--- src/sas_pkg.sv ---
package sas_pkg;

   ////////////////////////////////////////////////////////////////////////
   // Clock and timebase
   localparam int CLK_PERIOD_NS = 4;
   localparam int OSC_PERIOD_US = 7900;
   localparam int EMIT_WIDTH_US = 105;
   localparam int OSC_CYC_DEF = OSC_PERIOD_US * 1000 / CLK_PERIOD_NS;
   localparam int EMIT_CYC_DEF = EMIT_WIDTH_US * 1000 / CLK_PERIOD_NS;
   localparam int CARRIER_BIT_DEF = 16;

   // Interval in milliseconds to whole timebase periods, at least one
   function automatic int msToOsc(input int ms);
      int c;
      c = (ms * 1000) / OSC_PERIOD_US;
      msToOsc = (c < 1) ? 1 : c;
   endfunction

   localparam int SPEEDUP_MS = 2000;
   localparam int STANDBY_MS = 8000;
   localparam int IO_SAMPLE_MS = 1000;
   localparam int TEST_PULSE_MS = 1000;
   localparam int LED_FAST_MS = 2000;
   localparam int LED_SLOW_MS = 32400;
   localparam int MEM_CHIRP_MS = 250;
   localparam int HUSH_MS = 480000;
   localparam int SPEEDUP_OSC = msToOsc(SPEEDUP_MS);
   localparam int STANDBY_OSC = msToOsc(STANDBY_MS);
   localparam int IO_SAMPLE_OSC = msToOsc(IO_SAMPLE_MS);
   localparam int TEST_PULSE_OSC = msToOsc(TEST_PULSE_MS);
   localparam int LED_FAST_OSC = msToOsc(LED_FAST_MS);
   localparam int LED_SLOW_OSC = msToOsc(LED_SLOW_MS);
   localparam int MEM_CHIRP_OSC = msToOsc(MEM_CHIRP_MS);
   localparam int HUSH_OSC_DEF = msToOsc(HUSH_MS);
   localparam int MOD_PERIOD_OSC = 32;
   localparam int MOD_ON_PCT = 75;
   localparam int MOD_ON_OSC = MOD_PERIOD_OSC * MOD_ON_PCT / 100;
   localparam int LOWSUP_DIV = 2;
   localparam int TROUBLE_CHIRP_DIV = 4;

   localparam int CNT_W = 16;
   localparam int MOD_W = 5;
   typedef logic [CNT_W-1:0] sas_cnt_t;

   ////////////////////////////////////////////////////////////////////////
   // Register map
   localparam int ADDR_W = 8;
   localparam logic [ADDR_W-1:0] REG_CTRL = 8'h00;
   localparam logic [ADDR_W-1:0] REG_STATUS = 8'h04;
   localparam int CTRL_CLRMEM_BIT = 0;
   localparam int CTRL_IODIS_BIT = 1;
   localparam logic CTRL_IODIS_RESET = 1'b0;
   localparam int STAT_MODE_LSB = 0;
   localparam int STAT_MEM_BIT = 3;
   localparam int STAT_SPEEDUP_BIT = 4;
   localparam int STAT_LOWFAIL_BIT = 5;
   localparam int STAT_CHAMBFAIL_BIT = 6;
   localparam int STAT_TESTALARM_BIT = 7;
   localparam logic [1:0] RESP_OKAY = 2'h0;
   localparam logic [1:0] RESP_DECERR = 2'h3;

   ////////////////////////////////////////////////////////////////////////
   // Types
   typedef enum logic [2:0] {
      ST_STANDBY = 3'h0,
      ST_SMOKE = 3'h1,
      ST_HUSH = 3'h3,
      ST_REMOTE = 3'h2,
      ST_TEST = 3'h6,
      ST_MEMCHIRP = 3'h7
   } sas_mode_t;

   typedef enum logic {
      K_SMOKE = 1'b0,
      K_CHAMBER = 1'b1
   } sas_kind_t;

   typedef struct packed {
      logic ioLine;
      logic btnHigh;
      logic btnMid;
      logic smokeCmp;
      logic highSmokeCmp;
      logic lowSupplyCmp;
   } sas_in_t;

   typedef struct packed {
      logic strobe;
      logic infraredEmitterDrive;
      logic highGainSelect;
      logic hornBrass;
      logic hornSilver;
      logic lampOut;
      logic lampOe;
      logic ioOut;
      logic ioOe;
      logic lowSupplyLoad;
   } sas_out_t;

   typedef struct packed {
      logic awvalid;
      logic [ADDR_W-1:0] awaddr;
      logic wvalid;
      logic [31:0] wdata;
      logic [3:0] wstrb;
      logic bready;
      logic arvalid;
      logic [ADDR_W-1:0] araddr;
      logic rready;
   } sas_axi_req_t;

   typedef struct packed {
      logic awready;
      logic wready;
      logic bvalid;
      logic [1:0] bresp;
      logic arready;
      logic rvalid;
      logic [31:0] rdata;
      logic [1:0] rresp;
   } sas_axi_rsp_t;

endpackage

--- src/sas_smoke_alarm_sequencer.sv ---
// Design decisions made here: the placing of the registers and the AXI4-Lite slave port.
`timescale 1ns/1ps
module sas_smoke_alarm_sequencer
   import sas_pkg::*;
#(
   parameter int OSC_CYC = OSC_CYC_DEF,
   parameter int EMIT_CYC = EMIT_CYC_DEF,
   parameter int SLOW_OSC = LED_SLOW_OSC,
   parameter int HUSH_OSC = HUSH_OSC_DEF,
   parameter int CARRIER_BIT = CARRIER_BIT_DEF
)(
   input wire logic clk,
   input wire logic reset,
   input wire sas_in_t pins,
   output sas_out_t drv,
   input wire sas_axi_req_t axiReq,
   output sas_axi_rsp_t axiRsp
);

   typedef struct packed {
      logic [5:0] sy1;
      logic [5:0] sy2;
      logic [5:0] sy3;
      logic [5:0] pin;
      logic [31:0] divCnt;
      sas_cnt_t smpCnt;
      sas_cnt_t ledCnt;
      sas_cnt_t ioCnt;
      sas_cnt_t trbCnt;
      sas_cnt_t hushCnt;
      sas_cnt_t chirpCnt;
      logic [MOD_W-1:0] modCnt;
      sas_mode_t mode;
      sas_kind_t kind;
      logic speedUp;
      logic alarmMem;
      logic testAlarm;
      logic released;
      logic ioFlag;
      logic ioConfirm;
      logic btnPrev;
      logic ioPrev;
      logic lowFail;
      logic chamberFail;
      logic chirpOn;
      logic ioDisable;
      logic [1:0] testPulses;
      logic [1:0] relPulses;
      logic awHeld;
      logic wHeld;
      logic [ADDR_W-1:0] awAddr;
      logic [31:0] wData;
      logic [3:0] wStrb;
      sas_out_t out;
      sas_axi_rsp_t rsp;
   } sas_state_t;

   localparam sas_state_t RESET_STATE = '0;

   sas_state_t s_q;
   sas_state_t s_d;
   sas_in_t p;
   logic tick;
   logic btnRise;
   logic btnFall;
   logic ioRise;
   logic ledDue;
   logic quiet;
   logic tone;
   logic carrier;

   assign drv = s_q.out;
   assign axiRsp = s_q.rsp;

   ////////////////////////////////////////////////////////////////////////
   always_comb begin
      s_d = s_q;
      ledDue = 1'b0;
      quiet = 1'b0;
      tone = 1'b0;
      carrier = 1'b0;

      // Pin inputs: a change counts once the second and third stages agree
      s_d.sy1 = pins;
      s_d.sy2 = s_q.sy1;
      s_d.sy3 = s_q.sy2;
      s_d.pin = (~(s_q.sy2 ^ s_q.sy3) & s_q.sy2) |
                ((s_q.sy2 ^ s_q.sy3) & s_q.pin);
      p = sas_in_t'(s_q.pin);

      // Timebase divider; every interval below counts its periods
      tick = (s_q.divCnt == 32'(OSC_CYC - 1));
      s_d.divCnt = tick ? 32'h0 : s_q.divCnt + 32'h1;

      ///////////////////////////////////////////////////////////////////
      // Register bus: write address and data may arrive in either order
      if (axiReq.awvalid && s_q.rsp.awready) begin
         s_d.awHeld = 1'b1;
         s_d.awAddr = axiReq.awaddr;
      end
      if (axiReq.wvalid && s_q.rsp.wready) begin
         s_d.wHeld = 1'b1;
         s_d.wData = axiReq.wdata;
         s_d.wStrb = axiReq.wstrb;
      end
      if (s_q.rsp.bvalid && axiReq.bready) begin
         s_d.rsp.bvalid = 1'b0;
      end
      if (s_q.awHeld && s_q.wHeld && !s_q.rsp.bvalid) begin
         s_d.awHeld = 1'b0;
         s_d.wHeld = 1'b0;
         s_d.rsp.bvalid = 1'b1;
         s_d.rsp.bresp = RESP_OKAY;
         if (s_q.awAddr == REG_CTRL) begin
            if (s_q.wStrb[0]) begin
               s_d.ioDisable = s_q.wData[CTRL_IODIS_BIT];
               // Hardware setting the memory later this cycle still wins
               if (s_q.wData[CTRL_CLRMEM_BIT]) begin
                  s_d.alarmMem = 1'b0;
               end
            end
         end else if (s_q.awAddr == REG_STATUS) begin
            s_d.rsp.bresp = RESP_OKAY;
         end else begin
            s_d.rsp.bresp = RESP_DECERR;
         end
      end
      if (s_q.rsp.rvalid && axiReq.rready) begin
         s_d.rsp.rvalid = 1'b0;
      end
      if (axiReq.arvalid && s_q.rsp.arready) begin
         s_d.rsp.rvalid = 1'b1;
         s_d.rsp.rresp = RESP_OKAY;
         s_d.rsp.rdata = 32'h0;
         if (axiReq.araddr == REG_CTRL) begin
            s_d.rsp.rdata[CTRL_IODIS_BIT] = s_q.ioDisable;
         end else if (axiReq.araddr == REG_STATUS) begin
            s_d.rsp.rdata[STAT_MODE_LSB +: 3] = s_q.mode;
            s_d.rsp.rdata[STAT_MEM_BIT] = s_q.alarmMem;
            s_d.rsp.rdata[STAT_SPEEDUP_BIT] = s_q.speedUp;
            s_d.rsp.rdata[STAT_LOWFAIL_BIT] = s_q.lowFail;
            s_d.rsp.rdata[STAT_CHAMBFAIL_BIT] = s_q.chamberFail;
            s_d.rsp.rdata[STAT_TESTALARM_BIT] = s_q.testAlarm;
         end else begin
            s_d.rsp.rresp = RESP_DECERR;
         end
      end

      ///////////////////////////////////////////////////////////////////
      // Work done once per timebase period
      if (tick) begin
         s_d.modCnt = s_q.modCnt + 5'h01;
         s_d.chirpOn = 1'b0;

         // Strobe ends: judge the comparator result of this test
         if (s_q.out.strobe) begin
            s_d.out.strobe = 1'b0;
            if (s_q.kind == K_CHAMBER) begin
               // High gain must see chamber background; none means degraded
               s_d.chamberFail = ~p.smokeCmp;
            end else begin
               case (s_q.mode)
                  ST_STANDBY, ST_REMOTE: begin
                     if (p.smokeCmp) begin
                        if (s_q.speedUp || s_q.mode == ST_REMOTE) begin
                           s_d.mode = ST_SMOKE;
                        end
                        s_d.speedUp = 1'b1;
                     end else begin
                        s_d.speedUp = 1'b0;
                     end
                  end
                  ST_SMOKE: begin
                     if (!p.smokeCmp) begin
                        s_d.mode = ST_STANDBY;
                        s_d.speedUp = 1'b0;
                        s_d.alarmMem = 1'b1;
                     end
                  end
                  ST_HUSH: begin
                     if (!p.smokeCmp) begin
                        s_d.mode = ST_STANDBY;
                        s_d.speedUp = 1'b0;
                        s_d.hushCnt = '0;
                        s_d.alarmMem = 1'b1;
                     end else if (p.highSmokeCmp) begin
                        s_d.mode = ST_SMOKE;
                        s_d.hushCnt = '0;
                     end
                  end
                  ST_TEST: begin
                     if (s_q.testPulses != 2'h3) begin
                        s_d.testPulses = s_q.testPulses + 2'h1;
                     end
                     if (p.smokeCmp && s_q.testPulses != 2'h0 &&
                         !s_q.released) begin
                        s_d.testAlarm = 1'b1;
                     end
                     if (s_q.released) begin
                        s_d.relPulses = s_q.relPulses + 2'h1;
                        if (s_q.relPulses == 2'h1) begin
                           s_d.mode = ST_STANDBY;
                           s_d.testAlarm = 1'b0;
                           s_d.released = 1'b0;
                        end
                     end
                  end
                  default: begin
                  end
               endcase
            end
         end

         // Low-supply load lasts one period; result taken as it ends
         if (s_q.out.lowSupplyLoad) begin
            s_d.out.lowSupplyLoad = 1'b0;
            s_d.lowFail = p.lowSupplyCmp;
         end

         // Confirming interconnect sample one period after the first
         if (s_q.ioConfirm) begin
            s_d.ioConfirm = 1'b0;
            if (p.ioLine && (s_d.mode == ST_STANDBY ||
                             s_d.mode == ST_HUSH)) begin
               s_d.mode = ST_REMOTE;
               s_d.hushCnt = '0;
            end
         end

         if (s_q.ioCnt == '0) begin
            s_d.ioCnt = CNT_W'(IO_SAMPLE_OSC - 1);
            if ((s_q.mode == ST_STANDBY || s_q.mode == ST_HUSH) &&
                s_q.ioFlag) begin
               s_d.ioConfirm = 1'b1;
               s_d.ioFlag = 1'b0;
            end
            if (s_d.mode == ST_REMOTE && !p.ioLine) begin
               s_d.mode = ST_STANDBY;
            end
         end else begin
            s_d.ioCnt = s_q.ioCnt - 16'h0001;
         end

         // Hush window timeout returns to the sounding alarm
         if (s_d.mode == ST_HUSH) begin
            if (s_q.hushCnt <= 16'h0001) begin
               s_d.mode = ST_SMOKE;
               s_d.hushCnt = '0;
            end else begin
               s_d.hushCnt = s_q.hushCnt - 16'h0001;
            end
         end

         // Smoke or test sampling
         if (s_q.smpCnt == '0) begin
            if (s_d.mode == ST_TEST) begin
               s_d.smpCnt = CNT_W'(TEST_PULSE_OSC - 1);
            end else if (s_d.speedUp || s_d.mode == ST_SMOKE ||
                         s_d.mode == ST_HUSH) begin
               s_d.smpCnt = CNT_W'(SPEEDUP_OSC - 1);
            end else begin
               s_d.smpCnt = CNT_W'(STANDBY_OSC - 1);
            end
            if (s_d.mode != ST_MEMCHIRP && !s_q.out.strobe) begin
               s_d.out.strobe = 1'b1;
               s_d.kind = K_SMOKE;
            end
         end else begin
            s_d.smpCnt = s_q.smpCnt - 16'h0001;
         end

         // Trouble tests, spread apart so none overlap
         s_d.trbCnt = (s_q.trbCnt == '0) ? CNT_W'(SLOW_OSC - 1) :
                      s_q.trbCnt - 16'h0001;
         quiet = (s_d.mode == ST_STANDBY) && !s_d.speedUp &&
                 !s_q.out.hornBrass && !s_q.out.hornSilver;
         if (s_q.trbCnt == '0 && quiet && !s_q.out.strobe &&
             !s_d.out.strobe) begin
            s_d.out.strobe = 1'b1;
            s_d.kind = K_CHAMBER;
         end
         if (s_q.trbCnt == CNT_W'(SLOW_OSC / LOWSUP_DIV) && quiet &&
             !s_q.out.strobe && !s_d.out.strobe && !s_q.chirpOn) begin
            s_d.out.lowSupplyLoad = 1'b1;
         end
         if (s_q.trbCnt == CNT_W'(SLOW_OSC / TROUBLE_CHIRP_DIV) && quiet &&
             (s_q.lowFail || s_q.chamberFail)) begin
            s_d.chirpOn = 1'b1;
         end

         // Alarm memory chirps while the button is held
         if (s_q.mode == ST_MEMCHIRP) begin
            if (s_q.chirpCnt == '0) begin
               s_d.chirpOn = 1'b1;
               s_d.chirpCnt = CNT_W'(MEM_CHIRP_OSC - 1);
            end else begin
               s_d.chirpCnt = s_q.chirpCnt - 16'h0001;
            end
         end

         // Lamp pulse, one period wide
         if (s_q.ledCnt == '0) begin
            ledDue = 1'b1;
            if (s_d.mode == ST_STANDBY || s_d.mode == ST_REMOTE) begin
               s_d.ledCnt = CNT_W'(SLOW_OSC - 1);
            end else begin
               s_d.ledCnt = CNT_W'(LED_FAST_OSC - 1);
            end
         end else begin
            s_d.ledCnt = s_q.ledCnt - 16'h0001;
         end
         s_d.out.lampOe = ledDue && (s_d.mode != ST_REMOTE);

         // In test, gain follows the button one period late, or a chamber test
         s_d.out.highGainSelect = (s_d.mode == ST_TEST && p.btnHigh) ||
            (s_d.out.strobe && s_d.kind == K_CHAMBER);
      end

      ///////////////////////////////////////////////////////////////////
      // Button and interconnect events, every clock
      btnRise = p.btnHigh && !s_q.btnPrev;
      btnFall = !p.btnHigh && s_q.btnPrev;
      s_d.btnPrev = p.btnHigh;
      ioRise = p.ioLine && !s_q.ioPrev;
      s_d.ioPrev = p.ioLine;
      // Own drive would read back as an edge, so it is ignored
      if (ioRise && !s_q.out.ioOe) begin
         s_d.ioFlag = 1'b1;
      end

      if (btnRise) begin
         if (s_q.alarmMem && s_q.mode == ST_STANDBY) begin
            s_d.mode = ST_MEMCHIRP;
            s_d.chirpCnt = '0;
         end else begin
            s_d.mode = ST_TEST;
            s_d.hushCnt = '0;
            s_d.smpCnt = '0;
            s_d.testPulses = 2'h0;
            s_d.relPulses = 2'h0;
            s_d.released = 1'b0;
            s_d.testAlarm = 1'b0;
         end
      end else if (btnFall) begin
         if (s_q.mode == ST_MEMCHIRP) begin
            s_d.mode = ST_STANDBY;
            s_d.alarmMem = 1'b0;
         end else if (s_q.mode == ST_TEST) begin
            s_d.released = 1'b1;
            s_d.relPulses = 2'h0;
         end
      end else if (p.btnMid && !p.btnHigh && s_q.mode == ST_SMOKE) begin
         // Outside smoke the mid-level request simply does nothing
         s_d.mode = ST_HUSH;
         s_d.hushCnt = CNT_W'(HUSH_OSC);
      end

      ///////////////////////////////////////////////////////////////////
      // Pin drive
      s_d.out.infraredEmitterDrive = s_d.out.strobe &&
         (s_d.divCnt >= 32'(OSC_CYC - EMIT_CYC));
      // Hush leaves the tone off while smoke is still present
      tone = ((s_d.mode == ST_SMOKE || s_d.mode == ST_REMOTE ||
               s_d.testAlarm) &&
              (s_d.modCnt < MOD_W'(MOD_ON_OSC))) ||
             s_d.chirpOn;
      carrier = s_d.divCnt[CARRIER_BIT];
      s_d.out.hornBrass = tone && carrier;
      s_d.out.hornSilver = tone && !carrier;
      s_d.out.lampOut = 1'b0;
      s_d.out.ioOut = 1'b1;
      s_d.out.ioOe = (s_d.mode == ST_SMOKE || s_d.testAlarm) &&
                     !s_d.ioDisable;

      s_d.rsp.awready = !s_d.awHeld && !s_d.rsp.bvalid;
      s_d.rsp.wready = !s_d.wHeld && !s_d.rsp.bvalid;
      s_d.rsp.arready = !s_d.rsp.rvalid;
   end

   ////////////////////////////////////////////////////////////////////////
   always_ff @(posedge clk) begin
      if (reset) begin
         s_q <= RESET_STATE;
      end else begin
         s_q <= s_d;
      end
   end

endmodule

--- config.mk ---
export PLATFORM = sky130hd
export DESIGN_NAME = sas_smoke_alarm_sequencer
export DESIGN_NICKNAME = d
export VERILOG_FILES = /design/src/sas_pkg.sv /design/src/sas_smoke_alarm_sequencer.sv
export SDC_FILE = /design/constraint.sdc
export NUM_CORES = 1
export LEC_CHECK = 0
export ABC_AREA = 1
export BUFFER_PORTS_ARGS = -buffer_cell sky130_fd_sc_hd__clkbuf_2
export CAP_MARGIN = 20
export CORE_MARGIN = 1.5
export CORE_UTILIZATION = 50
export CTS_CLUSTER_DIAMETER = 120
export DETAILED_ROUTE_END_ITERATION = 10
export PLACE_DENSITY = 0.74
export SETUP_SLACK_MARGIN = 0.3
export SLEW_MARGIN = 20
export SYNTH_ARGS = -nofsm -noshare
export SYNTH_HDL_FRONTEND = slang
export SYNTH_SLANG_ARGS = --single-unit
--- constraint.sdc ---
create_clock -name clk -period 2 [get_ports clk]
set_input_delay 0.4 -clock clk [delete_from_list [all_inputs] [get_ports clk]]
set_output_delay 0.4 -clock clk [all_outputs]
set_load 0.05 [all_outputs]
# [Word level (Yosys, flattened, before mapping)]
# Cells that the tools add are included.
[totals] inputBits=65 out_inout_bits=51 n_memories=0 rom_bits=0 register_bits=250 ramBits=0 elab_cells=314 latchBits=0
[classes] n_reduce_logical=93 div=0 n_eq_ne=23 n_addsub=10 shift=0 n_bitwise=6 n_lt_le_gt_ge=3 multipliers=0 mux=128
[ops] operator="$mux W16" count=23
[ops] operator="$mux W111" count=1
[ops] operator="$sub A16 B1 Y16 const B" count=6
[ops] operator="$logic_not A16 Y1" count=5
[ops] operator="$mux W3" count=25
[ops] operator="$mux W44" count=1
[ops] operator="$mux W1" count=43
[ops] operator="$logic_and A1 B1 Y1" count=42
[ops] operator="$mux W2" count=18
[ops] operator="$mux W35" count=1
[ops] operator="$add A32 B1 Y32 const B" count=1
[ops] operator="$eq A32 B21 Y1 const B" count=1
[ops] operator="$ge A32 B21 Y1 const B" count=1
[ops] operator="$mux W32" count=1
[ops] operator="$mux W4" count=8
[ops] operator="$eq A3 B2 Y1 const B" count=8
[ops] operator="$logic_not A1 Y1" count=20
[ops] operator="$mux W10" count=2
[ops] operator="$eq A16 B11 Y1 const B" count=1
[ops] operator="$eq A16 B12 Y1 const B" count=1
[ops] operator="$eq A8 B3 Y1 const B" count=2
[ops] operator="$le A16 B1 Y1 const B" count=1
[ops] operator="$logic_not A8 Y1" count=2
[ops] operator="$mux W13" count=1
[ops] operator="other kinds (24)" count=48

# [Logic depth before layout (Yosys ltp)]
# Gate-level depths: netlist of run 1.
[logic_depth] depth_word=41 depth_mapped=18 depth_no_buf=18

# [Least setup slack after synthesis of run 1]
# Ideal clock, no wire load.
[synth_path] path_type="reg-to-reg" startpoint="register s_q[98] in the netlist's numbering" endpoint="register s_q[149] in the netlist's numbering" path_buffers=1 t_required_ns=1.866 arrival_time_ns=1.901 period_less_slack_ns=2.034 slack_ns=-0.034 setup_ns=0.134 stages_incl_launch_ff=17 path_cell_list="dfxtp_1 inv_1 ha_1 nand2_1 nand3b_1 nand2_2 nand2_2 inv_2 a21oi_1 nand2_1 inv_1 nand2_4 inv_4 buf_6 o21ai_0 a31oi_1 o21ai_0"
[synth_via] elab_chain_cells=24 elab_cells_between_ends=28 classes_between="eq/ne (4); mux (20); reduce/logical (4)"
[synth_rtl] element="from (decl)" line="sas_smoke_alarm_sequencer.sv:60" text="sas_state_t s_q;"
[synth_rtl] element="from (signal assigned)" line="sas_smoke_alarm_sequencer.sv:383" text="s_q <= RESET_STATE;"
[synth_rtl] element="from (signal assigned)" line="sas_smoke_alarm_sequencer.sv:385" text="s_q <= s_d;"
[synth_rtl] element="$eq A2 B1 Y1 (*)" line="sas_smoke_alarm_sequencer.sv:201" text="if (s_q.relPulses == 2'h1) begin"
[synth_rtl] element="$mux W3 (*)" line="sas_smoke_alarm_sequencer.sv:201"
[synth_rtl] element="$mux W3 (*)" line="sas_smoke_alarm_sequencer.sv:199" text="if (s_q.released) begin"
[synth_rtl] element="$pmux W3 S4 (*)" line="sas_smoke_alarm_sequencer.sv:162" text="case (s_q.mode)"
[synth_rtl] element="$mux W3 (*)" line="sas_smoke_alarm_sequencer.sv:158" text="if (s_q.kind == K_CHAMBER) begin"
[synth_rtl] element="$mux W3 (*)" line="sas_smoke_alarm_sequencer.sv:156" text="if (s_q.out.strobe) begin"
[synth_rtl] element="$mux W3 (*)" line="sas_smoke_alarm_sequencer.sv:151" text="if (tick) begin"
[synth_rtl] element="$eq A3 B2 Y1 / $logic_not A3 Y1 (equally long branches)" line="sas_smoke_alarm_sequencer.sv:224, sas_smoke_alarm_sequencer.sv:223"
[synth_rtl] element="[... 8 more ...]"
[synth_rtl] element="$mux W3" line="sas_smoke_alarm_sequencer.sv:230" text="if (s_q.ioCnt == '0) begin"
[synth_rtl] element="$mux W3" line="sas_smoke_alarm_sequencer.sv:151"
[synth_rtl] element="$eq A3 B2 Y1" line="sas_smoke_alarm_sequencer.sv:245" text="if (s_d.mode == ST_HUSH) begin"
[synth_rtl] element="$mux W16 (*)" line="sas_smoke_alarm_sequencer.sv:245"
[synth_rtl] element="$mux W111 (*)" line="sas_smoke_alarm_sequencer.sv:151"
[synth_rtl] element="$mux W16" line="sas_smoke_alarm_sequencer.sv:352" text="end else if (p.btnMid && !p.btnHigh && s_q.mode == ST_SMOKE) begin"
[synth_rtl] element="$mux W16" line="sas_smoke_alarm_sequencer.sv:344" text="end else if (btnFall) begin"
[synth_rtl] element="$mux W16 (*)" line="sas_smoke_alarm_sequencer.sv:331" text="if (btnRise) begin"
# Mark *: on every way between the ends. The rest lies on a longest branch, timed or not. The select of a mux whose other input is x is not followed.
# A chain may end at the register's enable or synchronous reset.

# [Final worst setup path of run 1]
[layout_path] startpoint="register s_q[98] in the netlist's numbering" endpoint="register s_q[145] in the netlist's numbering"
# The elaborated chain is that of the path after synthesis.

==> results.sh, run 1 <==
export IMPL_maxCapViolations=0
export IMPL_period_share_pct=113.2
export IMPL_drt_initial_drc_count=999
export IMPL_cp_end_kind="flop"
export IMPL_syn_cell_area_um2=11220
export IMPL_clk_path_buf_depth=3
export IMPL_setup_violations=93
export IMPL_synth_most_common_cell="nor2_1"
export IMPL_hp_class="in -> reg"
export IMPL_drc_errors=0
export IMPL_p_sw_share_pct=23.09
export IMPL_fin_crit_ps=2264
export IMPL_wl_per_cell_um=16.83
export IMPL_fin_skew_ps=28.79
export IMPL_syn_avg_cell_area_um2=6.880
export IMPL_area_growth_pct=45.80
export IMPL_layout_drive_gt1_share_pct=37.32
export IMPL_ys_warn_count=0
export IMPL_setup_slack_ps=-264.0
export IMPL_grt_total_usage_pct=27.12
export IMPL_run_status="finished, violations left"
export IMPL_crit_arrival_ps=2730
export IMPL_synth_seq_cells=214
export IMPL_finalWirelength_um=37620
export IMPL_fin_nets=2019
export IMPL_synth_common_cells="302 x nor2_1, 250 x nand2_1, 214 x dfxtp_1"
export IMPL_startpoint_type="flop"
export IMPL_critPathLaunch="s_q[98]"
export IMPL_fin_cells=2236
export IMPL_worstSkewPairLatency_ps=540
export IMPL_grt_pass1_wl_um=53100
export IMPL_synth_area_leaders="dfxtp_1 38%, nor2_1 10%, nand2_1 8.4%"
export IMPL_first_global_vias=11370
export IMPL_clk_pin_slew_ps=70
export IMPL_ir_drop_mv=0.6278
export IMPL_dieArea_um2=23350
export IMPL_cts_tree="yes"
export IMPL_h_tree_depth=1
export IMPL_rows=54
export IMPL_crit_required_ps=2470
export IMPL_p_clk_share_pct=51.0
export IMPL_rsz0062_at_grt="yes"
export IMPL_p_leak_uw=0.007295
export IMPL_intPower_uw=7514
export IMPL_dieWidth_um=152.8
export IMPL_cts_root_buf="clkbuf_16"
export IMPL_die_y_um=152.8
export IMPL_cts_buffers=24
export IMPL_ant_nets=0
export IMPL_synthFlopType="dfxtp_1"
export IMPL_finalPower_uw=9771
export IMPL_io_pin_count=116
export IMPL_core_area_um2=21890
export IMPL_dp_slack_ps=-290.9
export IMPL_pwr_density_cell_nw_per_um2=597.2
export IMPL_switchingPower_uw=2256
export IMPL_num_antenna_cells=0
export IMPL_synth_top_area_share_pct=38.18
export IMPL_finalWeightedCongestion=0.9791
export IMPL_finalHoldViolCount=0
export IMPL_p_comb_share_pct=4.6
export IMPL_path_max_fanout=8
export IMPL_hpwlAfterDp_um=22070
export IMPL_initial_utilization_pct=51.26
export IMPL_critical_path_class="reg -> reg"
export IMPL_syn_inst=1631
export IMPL_async_flop_share_pct=0
export IMPL_place_inst=2119
export IMPL_overflow=0
export IMPL_drv_slew=0
export IMPL_violations="setup timing"
export IMPL_antenna_found_initial=0
export IMPL_hp_start="pins[5]"
export IMPL_vias=12460
export IMPL_ys_seq_area_share_pct=38.18
export IMPL_synth_distinct_cells=59
export IMPL_synth_edf_count=0
export IMPL_design_area_um2=16360
export IMPL_clock_sinks=214
export IMPL_viasPerCell=5.571
export IMPL_dr_pass1_iters=7
export IMPL_reg2reg_from="s_q[98]"
export IMPL_grt_max_degree=44
export IMPL_yosys_area_top_type="dfxtp_1"
export IMPL_io_buffers=57
export IMPL_p_seq_share_pct=44.4
export IMPL_fmax_ghz=0.4417
export IMPL_place_area_um2=13250
==> flip-flops by register name, summed over array words and instances, names as in the netlist, named ones only <==
name and cells:
s_d 12, s_q 172, axiRsp 15, drv 9
==> worst max-delay path, stage by stage, from the launching register on <==
cell and delay (ps):
dfxtp_2 340, inv_2 70, ha_4 140, nand2_2 50, nand3b_1 210, nand2_2 130
nand2_4 80, inv_4 90, a21oi_4 60, nand2_2 80, inv_2 60, nand2_8 100
clkinv_8 80, buf_4 150, nor3_2 220, o21ai_1 100, o21ai_1 100, nand2_1 80
inv_1 60
==> power groups by stage <==
stage | clock [uW] | combinational [uW] | sequential [uW]
after CTS | 5020 | 428 | 4330
after detailed placement | 0 | 410 | 4430
final | 4980 | 451 | 4340
after global routing | 5230 | 488 | 4340
after global placement | 0 | 403 | 4430
after floorplan | 0 | 354 | 4430
==> metal layers <==
layer	GRT usage (%)	up-vias	routed length (um)
li1	-	5862	-
met1	34.30	5759	14420
met4	12.82	0	2165
met3	4.253	201	3035
met2	45.28	635	18000
met5	0	-	0
==> final cells by class <==
type,count,area [um^2]
clock buffer,29,649.4
clock inverter,15,244.0
fill,1461,5529
inverter,210,840.8
multi-input combinational,1145,7069
sequential,214,4324
tap,280,350.3
timing repair buffer,342,2868
timing repair inverter,1,16.27
==> worst paths after layout <==
kind                   end  slack, ps  depth (start not counted)
hold / removal    s_d[267]         40                          3
hold reg to reg   s_d[257]        410                          2
setup / recovery  s_q[145]       -260                         18
setup reg to reg  s_q[145]       -260                         18
==> layout by cell type (no fill, tap or decap), drive strengths merged, types with 6 or more instances in the layout <==
master,n
nand4,36
nor3,77
a31oi,18
xnor2,12
nand2,259
a21oi,102
nand3,66
inv,207
clkbuf,86
ha,16
clkinv,10
or2,9
bufinv,6
nor4,19
a211oi,6
nor2,311
o21ai,111
conb,25
dfxtp,214
buf,285
xor2,41
==> timing repair <==
action,in CTS,in global routing
buffers inserted,29,38
endpoints found under the setup margin,143,152
hold endpoints to repair,0,0
resized for setup,189,258
hold buffers,0,0
pin swaps,52,99
gates cloned,2,4
==> per-stage QoR <==
| stage | TNS [ps] | util (%) | hold slack (ps) |
|---|---|---|---|
| floorplan | 0 | - | 388.3 |
| global placement | -3438 | 60.53 | 399.5 |
| detailed placement | -6369 | 60.53 | 398.5 |
| CTS | -4120 | 68.87 | 35.05 |
| global route | -16280 | 74.74 | 51.14 |
| finish | -7461 | 74.74 | 44.26 |
==> cell families (layout without fill, tap and decap cells) <==
family | count (synthesis) | count (layout) | share of synthesized area (%)
compound gates | 260 | 260 | 12.67
xor+xnor | 53 | 53 | 4.136
fa+ha+maj | 16 | 16 | 1.784
buf+inv | 297 | 597 | 12.00
flops | 214 | 214 | 38.18
mux | 1 | 1 | 0.08920
other cells | 1 | 25 | 0.03342
simple gates | 789 | 790 | 31.12
(Power assumes the default switching activity.)
==> run 2: changes to the inputs <==
--- a/config.mk
+++ b/config.mk
@@ -10,6 +10,7 @@
 export CAP_MARGIN = 20
 export CORE_MARGIN = 1.5
 export CORE_UTILIZATION = 50
+export CTS_BUF_LIST = sky130_fd_sc_hd__clkbuf_2
 export CTS_CLUSTER_DIAMETER = 120
 export DETAILED_ROUTE_END_ITERATION = 10
 export PLACE_DENSITY = 0.74
@@ -18,3 +19,4 @@
 export SYNTH_ARGS = -nofsm -noshare
 export SYNTH_HDL_FRONTEND = slang
 export SYNTH_SLANG_ARGS = --single-unit
+export TNS_END_PERCENT = 5
==> run 2 against run 1 <==
Against the previous run:
- total power fell by 18%
- worst setup slack improved by 88 ps
- critical path type unchanged
- register-to-register slack improved by 90 ps
- the flow still finishes with violations (setup timing)
==> results.sh, run 2 (synthesis gave the netlist of run 1 again) <==
export IMPL_run_status="finished, violations left"
export IMPL_violations="setup timing"
export IMPL_clk_path_buf_depth=3
export IMPL_worstSkewPairLatency_ps=870
export IMPL_place_area_um2=13130
export IMPL_worst_slew_pin_transition_ps=485.1
export IMPL_grt_max_degree=39
export IMPL_ant_nets=0
export IMPL_cp_end_kind="flop"
export IMPL_drc_errors=0
export IMPL_finalWirelength_um=34580
export IMPL_setup_violations=65
export IMPL_fin_tns_setup_ps=-4437
export IMPL_die_y_um=152.8
export IMPL_io_buffers=57
export IMPL_slew_headroom_pct=67.15
export IMPL_fin_crit_ps=2176
export IMPL_dieWidth_um=152.8
export IMPL_critical_path_class="reg -> reg"
export IMPL_crit_arrival_ps=2900
export IMPL_cts_tree="yes"
export IMPL_design_area_um2=15560
export IMPL_cts_root_buf="clkbuf_2"
export IMPL_pwr_density_cell_nw_per_um2=516.9
export IMPL_period_share_pct=108.8
export IMPL_layout_drive_gt1_share_pct=31.16
export IMPL_vias=12270
export IMPL_dp_slack_ps=-324.6
export IMPL_drt_initial_drc_count=887
export IMPL_first_global_vias=12050
export IMPL_io_pin_count=116
export IMPL_rows=54
export IMPL_antenna_found_initial=1
export IMPL_largest_reg_flops=172
export IMPL_area_growth_pct=38.62
export IMPL_clock_sinks=214
export IMPL_initial_utilization_pct=51.26
export IMPL_maxCapViolations=0
export IMPL_hpwlAfterDp_um=21780
export IMPL_cts_buffers=56
export IMPL_finalWeightedCongestion=0.9281
export IMPL_fin_nets=2056
export IMPL_fmax_ghz=0.4595
export IMPL_crit_top_cell="inv_1"
export IMPL_slowest_delay_ps=410
export IMPL_cp_slowest_cell="dfxtp_4"
export IMPL_setup_slack_ps=-176.5
export IMPL_viasPerCell=5.327
export IMPL_dieArea_um2=23350
export IMPL_path_max_fanout=8
export IMPL_worstPathCellList="inv_2 -> buf_4 -> a21oi_4 -> inv_1 -> nand2_2 -> buf_6 -> xor2_1 -> inv_1 -> o22ai_4 -> buf_12 -> buf_16 -> o21ai_2 -> a31oi_1 -> o21ai_1"
export IMPL_rsz0062_at_grt="yes"
export IMPL_drv_slew=0
export IMPL_wl_per_cell_um=15.01
export IMPL_dr_pass1_iters=6
export IMPL_grt_total_usage_pct=28.49
export IMPL_clk_pin_slew_ps=100
export IMPL_whs_path_depth=4
export IMPL_final_common_cell="nor2_1"
export IMPL_grt_pass1_wl_um=55930
export IMPL_ir_drop_mv=0.6305
export IMPL_layout_common_cells="264 x nor2_1, 236 x buf_4, 228 x nand2_1"
export IMPL_overflow=0
export IMPL_crit_required_ps=2730
export IMPL_finalHoldViolCount=0
export IMPL_largest_register="s_q"
export IMPL_core_area_um2=21890
export IMPL_startpoint_type="flop"
export IMPL_rr_worst_depth=14
export IMPL_h_tree_depth=2
export IMPL_hp_class="in -> reg"
export IMPL_fin_skew_ps=48.41
export IMPL_p_leak_uw=0.007088
## run 2: timing repair
action	CTS	global route
gates cloned	3	0
gates resized for setup	233	94
endpoints found under the hold margin	47	0
setup endpoints to repair	174	186
pin swaps	52	62
hold buffers	35	0
setup buffers	15	22
## run 2: routing by layer
layer	vias up	track usage, %	share of wire (%)
met4	0	11.81	3.4
met2	509	50.75	49
li1	5964	-	-
met5	-	0	0
met3	112	5.699	7.6
met1	5682	33.26	40
## run 2: per-stage QoR
| step | total power (uW) | instances | hold slack [ps] | utilization [%] |
|---|---|---|---|---|
| floorplan | 4777 | 1655 | 388.3 | - |
| global placement | 4837 | 2122 | 394.2 | 59.96 |
| detailed placement | 4845 | 2122 | 392.9 | 59.96 |
| CTS | 8047 | 2280 | 233.6 | 68.79 |
| global route | 8376 | 2303 | 249.2 | 71.06 |
| finish | 8042 | 2303 | 287.7 | 71.06 |
## run 2: power by group
part           switching, uW  leakage [uW]  internal (uW)
Sequential              35.5       0.00175           4310
Combinational            357       0.00494            176
Clock                   1950      0.000398           1220
## run 2: final cells by class
type | instances | area, um^2
multi-input combinational | 1145 | 6426
fill | 1690 | 6335
sequential | 214 | 4334
timing repair buffer | 347 | 3075
inverter | 210 | 825.8
clock buffer | 77 | 385.4
tap | 280 | 350.3
clock inverter | 28 | 150.1
timing repair inverter | 1 | 6.256
antenna | 1 | 2.502
## run 2: critical path: cells and delay by family, from the launching register on
| family | cells | cell delay (ps) |
|---|---|---|
| xor+xnor | 1 | 130 |
| buf+inv | 7 | 750 |
| compound gates | 5 | 650 |
| simple gates | 1 | 100 |
| flops | 1 | 410 |
## run 2: path summary, 6_finish.rpt
check | from | to | slack, ps
max | s_q[115] | s_q[146] | -180
min | pins[1] | s_d[263] | 290
max reg2reg | s_q[115] | s_q[146] | -180
min reg2reg | s_d[267] | s_d[261] | 410
==> run 3: changes to the inputs <==
--- a/config.mk
+++ b/config.mk
@@ -5,7 +5,6 @@
 export SDC_FILE = /design/constraint.sdc
 export NUM_CORES = 1
 export LEC_CHECK = 0
-export ABC_AREA = 1
 export BUFFER_PORTS_ARGS = -buffer_cell sky130_fd_sc_hd__clkbuf_2
 export CAP_MARGIN = 20
 export CORE_MARGIN = 1.5
==> run 3 against run 2 <==
Against the previous run:
- the flow still finishes with violations (setup timing)
- routed wire length decreased by 6.8%
- worst setup slack got worse by 260 ps
- flip-flop and latch count unchanged
- cell area decreased by 3.3%
- final cell count decreased by 15%
- via count decreased by 9.8%
- sequential share of layout area increased by 1.1 points
- count of clock-buffer cells in the layout decreased by 3
- area after synthesis decreased by 3.6%
- sequential power about the same
- hold slack got worse by 210 ps
- maximum frequency decreased by 11%
- highest routed layer unchanged
==> results.sh, run 3 <==
export IMPL_run_status="finished, violations left"
export IMPL_violations="setup timing"
export IMPL_hp_class="in -> reg"
export IMPL_crit_required_ps=2670
export IMPL_overflow=0
export IMPL_clk_pin_slew_ps=100
export IMPL_rows=53
export IMPL_finalPower_uw=7658
export IMPL_critical_path_class="reg -> reg"
export IMPL_clk_path_buf_depth=3
export IMPL_pwr_density_cell_nw_per_um2=509.3
export IMPL_syn_inst=1328
export IMPL_finalWirelength_um=32230
export IMPL_io_pin_count=116
export IMPL_critPathTopFamily="simple AND/OR/NAND/NOR gates"
export IMPL_synth_simple_area_share_pct=28.91
export IMPL_cp_depth=8
export IMPL_cts_tree="yes"
export IMPL_cts_root_buf="clkbuf_2"
export IMPL_worst_slew_pin_transition_ps=619.0
export IMPL_finalWeightedCongestion=0.9846
export IMPL_antenna_found_initial=1
export IMPL_fmax_ghz=0.4101
export IMPL_reg2reg_from="s_q[182]"
export IMPL_ant_nets=0
export IMPL_synth_area_leaders="dfxtp_1 40%, nor2_1 6.2%, xnor2_1 3.7%"
export IMPL_grt_pass1_wl_um=51090
export IMPL_die_y_um=150.1
export IMPL_viasPerCell=5.668
export IMPL_intPower_uw=5504
export IMPL_initial_utilization_pct=51.16
export IMPL_slew_headroom_pct=58.74
export IMPL_ys_seq_area_share_pct=39.59
export IMPL_core_area_um2=21150
export IMPL_rsz0062_at_grt="yes"
export IMPL_dieArea_um2=22530
export IMPL_synthFlopType="dfxtp_1"
export IMPL_synth_seq_cells=214
export IMPL_crit_arrival_ps=3100
export IMPL_path_max_fanout=17
export IMPL_p_sw_share_pct=28.12
export IMPL_p_leak_uw=0.006079
export IMPL_final_common_cell="buf_4"
export IMPL_worstPathCellList="or4_4 -> nor4_4 -> nor4b_4 -> o21a_4 -> nor3_4 -> buf_12 -> a311oi_2 -> a41oi_1"
export IMPL_setup_slack_ps=-438.4
export IMPL_hpwlAfterDp_um=21160
export IMPL_endpoint="s_q[151]"
export IMPL_grt_total_usage_pct=28.04
export IMPL_drt_initial_drc_count=657
export IMPL_rr_worst_depth=8
export IMPL_fin_cells=1952
export IMPL_syn_avg_cell_area_um2=8.149
export IMPL_critPathLaunch="s_q[182]"
export IMPL_drv_slew=0
export IMPL_cp_end_kind="flop"
export IMPL_switchingPower_uw=2154
export IMPL_h_tree_depth=2
export IMPL_fin_skew_ps=68.94
export IMPL_ir_drop_mv=0.5234
export IMPL_p_comb_share_pct=7.2
export IMPL_crit_buf_inv=1
export IMPL_place_inst=1814
export IMPL_worst_hold_slack_ps=73.71
export IMPL_synth_compound_area_share_pct=14.04
export IMPL_yosys_area_top_type="dfxtp_1"
export IMPL_async_flop_share_pct=0
export IMPL_wl_per_cell_um=16.51
export IMPL_startpoint_type="flop"
export IMPL_synth_most_common_cell="dfxtp_1"
export IMPL_ff2ff_setup_slack_ps=-440
export IMPL_dr_pass1_iters=8
export IMPL_slowest_delay_ps=550
export IMPL_syn_cell_area_um2=10820
export IMPL_vias=11060
export IMPL_p_seq_share_pct=56.6
export IMPL_io_buffers=57
export IMPL_ys_warn_count=0
export IMPL_finalHoldViolCount=0
export IMPL_synth_common_cells="214 x dfxtp_1, 178 x nor2_1, 107 x nand2_1"
export IMPL_layout_common_cells="237 x buf_4, 173 x dfxtp_1, 171 x nor2_1"
export IMPL_clock_sinks=214
export IMPL_first_global_vias=10790
export IMPL_drc_errors=0
export IMPL_layout_drive_gt1_share_pct=35.20
export IMPL_area_growth_pct=38.94
export IMPL_synth_fa_ha_area_share_pct=1.850
export IMPL_largest_register="s_q"
export IMPL_fin_crit_ps=2438
export IMPL_fin_tns_setup_ps=-19550
export IMPL_synth_top_area_share_pct=39.59
export IMPL_worstSkewPairLatency_ps=860
export IMPL_setup_violations=103
export IMPL_dieWidth_um=150.1
export IMPL_synth_mux_area_share_pct=0.9712
export IMPL_synth_edf_count=0
export IMPL_p_clk_share_pct=36.2
export IMPL_grt_max_degree=62
export IMPL_period_share_pct=121.9
export IMPL_regToRegEndpoint="s_q[151]"
export IMPL_cts_buffers=55
export IMPL_synth_distinct_cells=73
export IMPL_synth_top_family_by_area="simple AND/OR/NAND/NOR gates"
export IMPL_fillers=1579
export IMPL_synth_xor_area_share_pct=7.041
export IMPL_maxCapViolations=0
export IMPL_largest_reg_flops=172
export IMPL_dp_slack_ps=-479.4
export IMPL_cp_slowest_cell="or4_4"
export IMPL_fin_nets=1725
## run 3: final cells by class
type,count,area [um^2],share of cell area [%]
Inverter,38,142.6,0.9487
Clock inverter,15,67.56,0.4494
Tap cell,275,344.1,2.288
Sequential cell,214,4360,29.00
Antenna cell,1,2.502,0.01664
Multi-Input combinational cell,976,6603,43.91
Timing Repair Buffer,359,3146,20.92
Clock buffer,74,370.4,2.463
## run 3: stage by stage
step	cell area, um^2	utilization, %
2_1_floorplan	11120	-
3_3_place_gp	12960	61.29
5_1_grt	15040	71.08
6_report	15040	71.08
4_1_cts	14640	69.20
3_5_place_dp	12960	61.29
## run 3: worst min-delay path by stage
stage | from | endpoint | cells after the start
global route | axiReq[56] | axiRsp[40] | 3
floorplan | s_d[262] | s_d[256] | 1
finish | axiReq[56] | axiRsp[40] | 3
CTS | axiReq[56] | s_q[93] | 4
global placement | s_d[267] | s_d[261] | 1
detailed placement | s_d[264] | s_d[258] | 1
## run 3: power by group through the flow
stage	clock (uW)	combinational, uW	sequential, uW
floorplan	0	355	4430
global route	3060	584	4340
global placement	0	433	4430
finish	2770	553	4340
CTS	2830	524	4340
detailed placement	0	438	4440
## run 3: cell families (layout without fill, tap and decap cells)
group	Yosys count	count (layout)
fa+ha+maj	16	16
xor+xnor	87	87
flops	214	214
buf+inv	162	486
compound gates	236	236
simple gates	602	602
mux	10	10
other cells	1	26
## run 3: what timing repair did
item                                    in CTS  in global routing
pin swaps                                   45                 26
endpoints found under the setup margin     183                189
hold endpoints to repair                    26                  0
cloned                                       0                  0
hold buffers                                33                  0
gates resized for setup                    220                 84
buffers inserted                             8                  7
## run 3: worst register-to-register path: cells and delay by family (launching register included)
family | cells | cell delay, ps
flops | 1 | 330
compound gates | 3 | 530
simple gates | 4 | 1310
buf+inv | 1 | 150
## run 3: metal layers
metal | GRT usage (%) | up-vias | wire length, um
met3 | 5.000 | 123 | 1929
met5 | 0 | - | 0
li1 | - | 5287 | -
met4 | 13.04 | 0 | 1315
met1 | 33.61 | 5254 | 13360
met2 | 48.60 | 400 | 15630
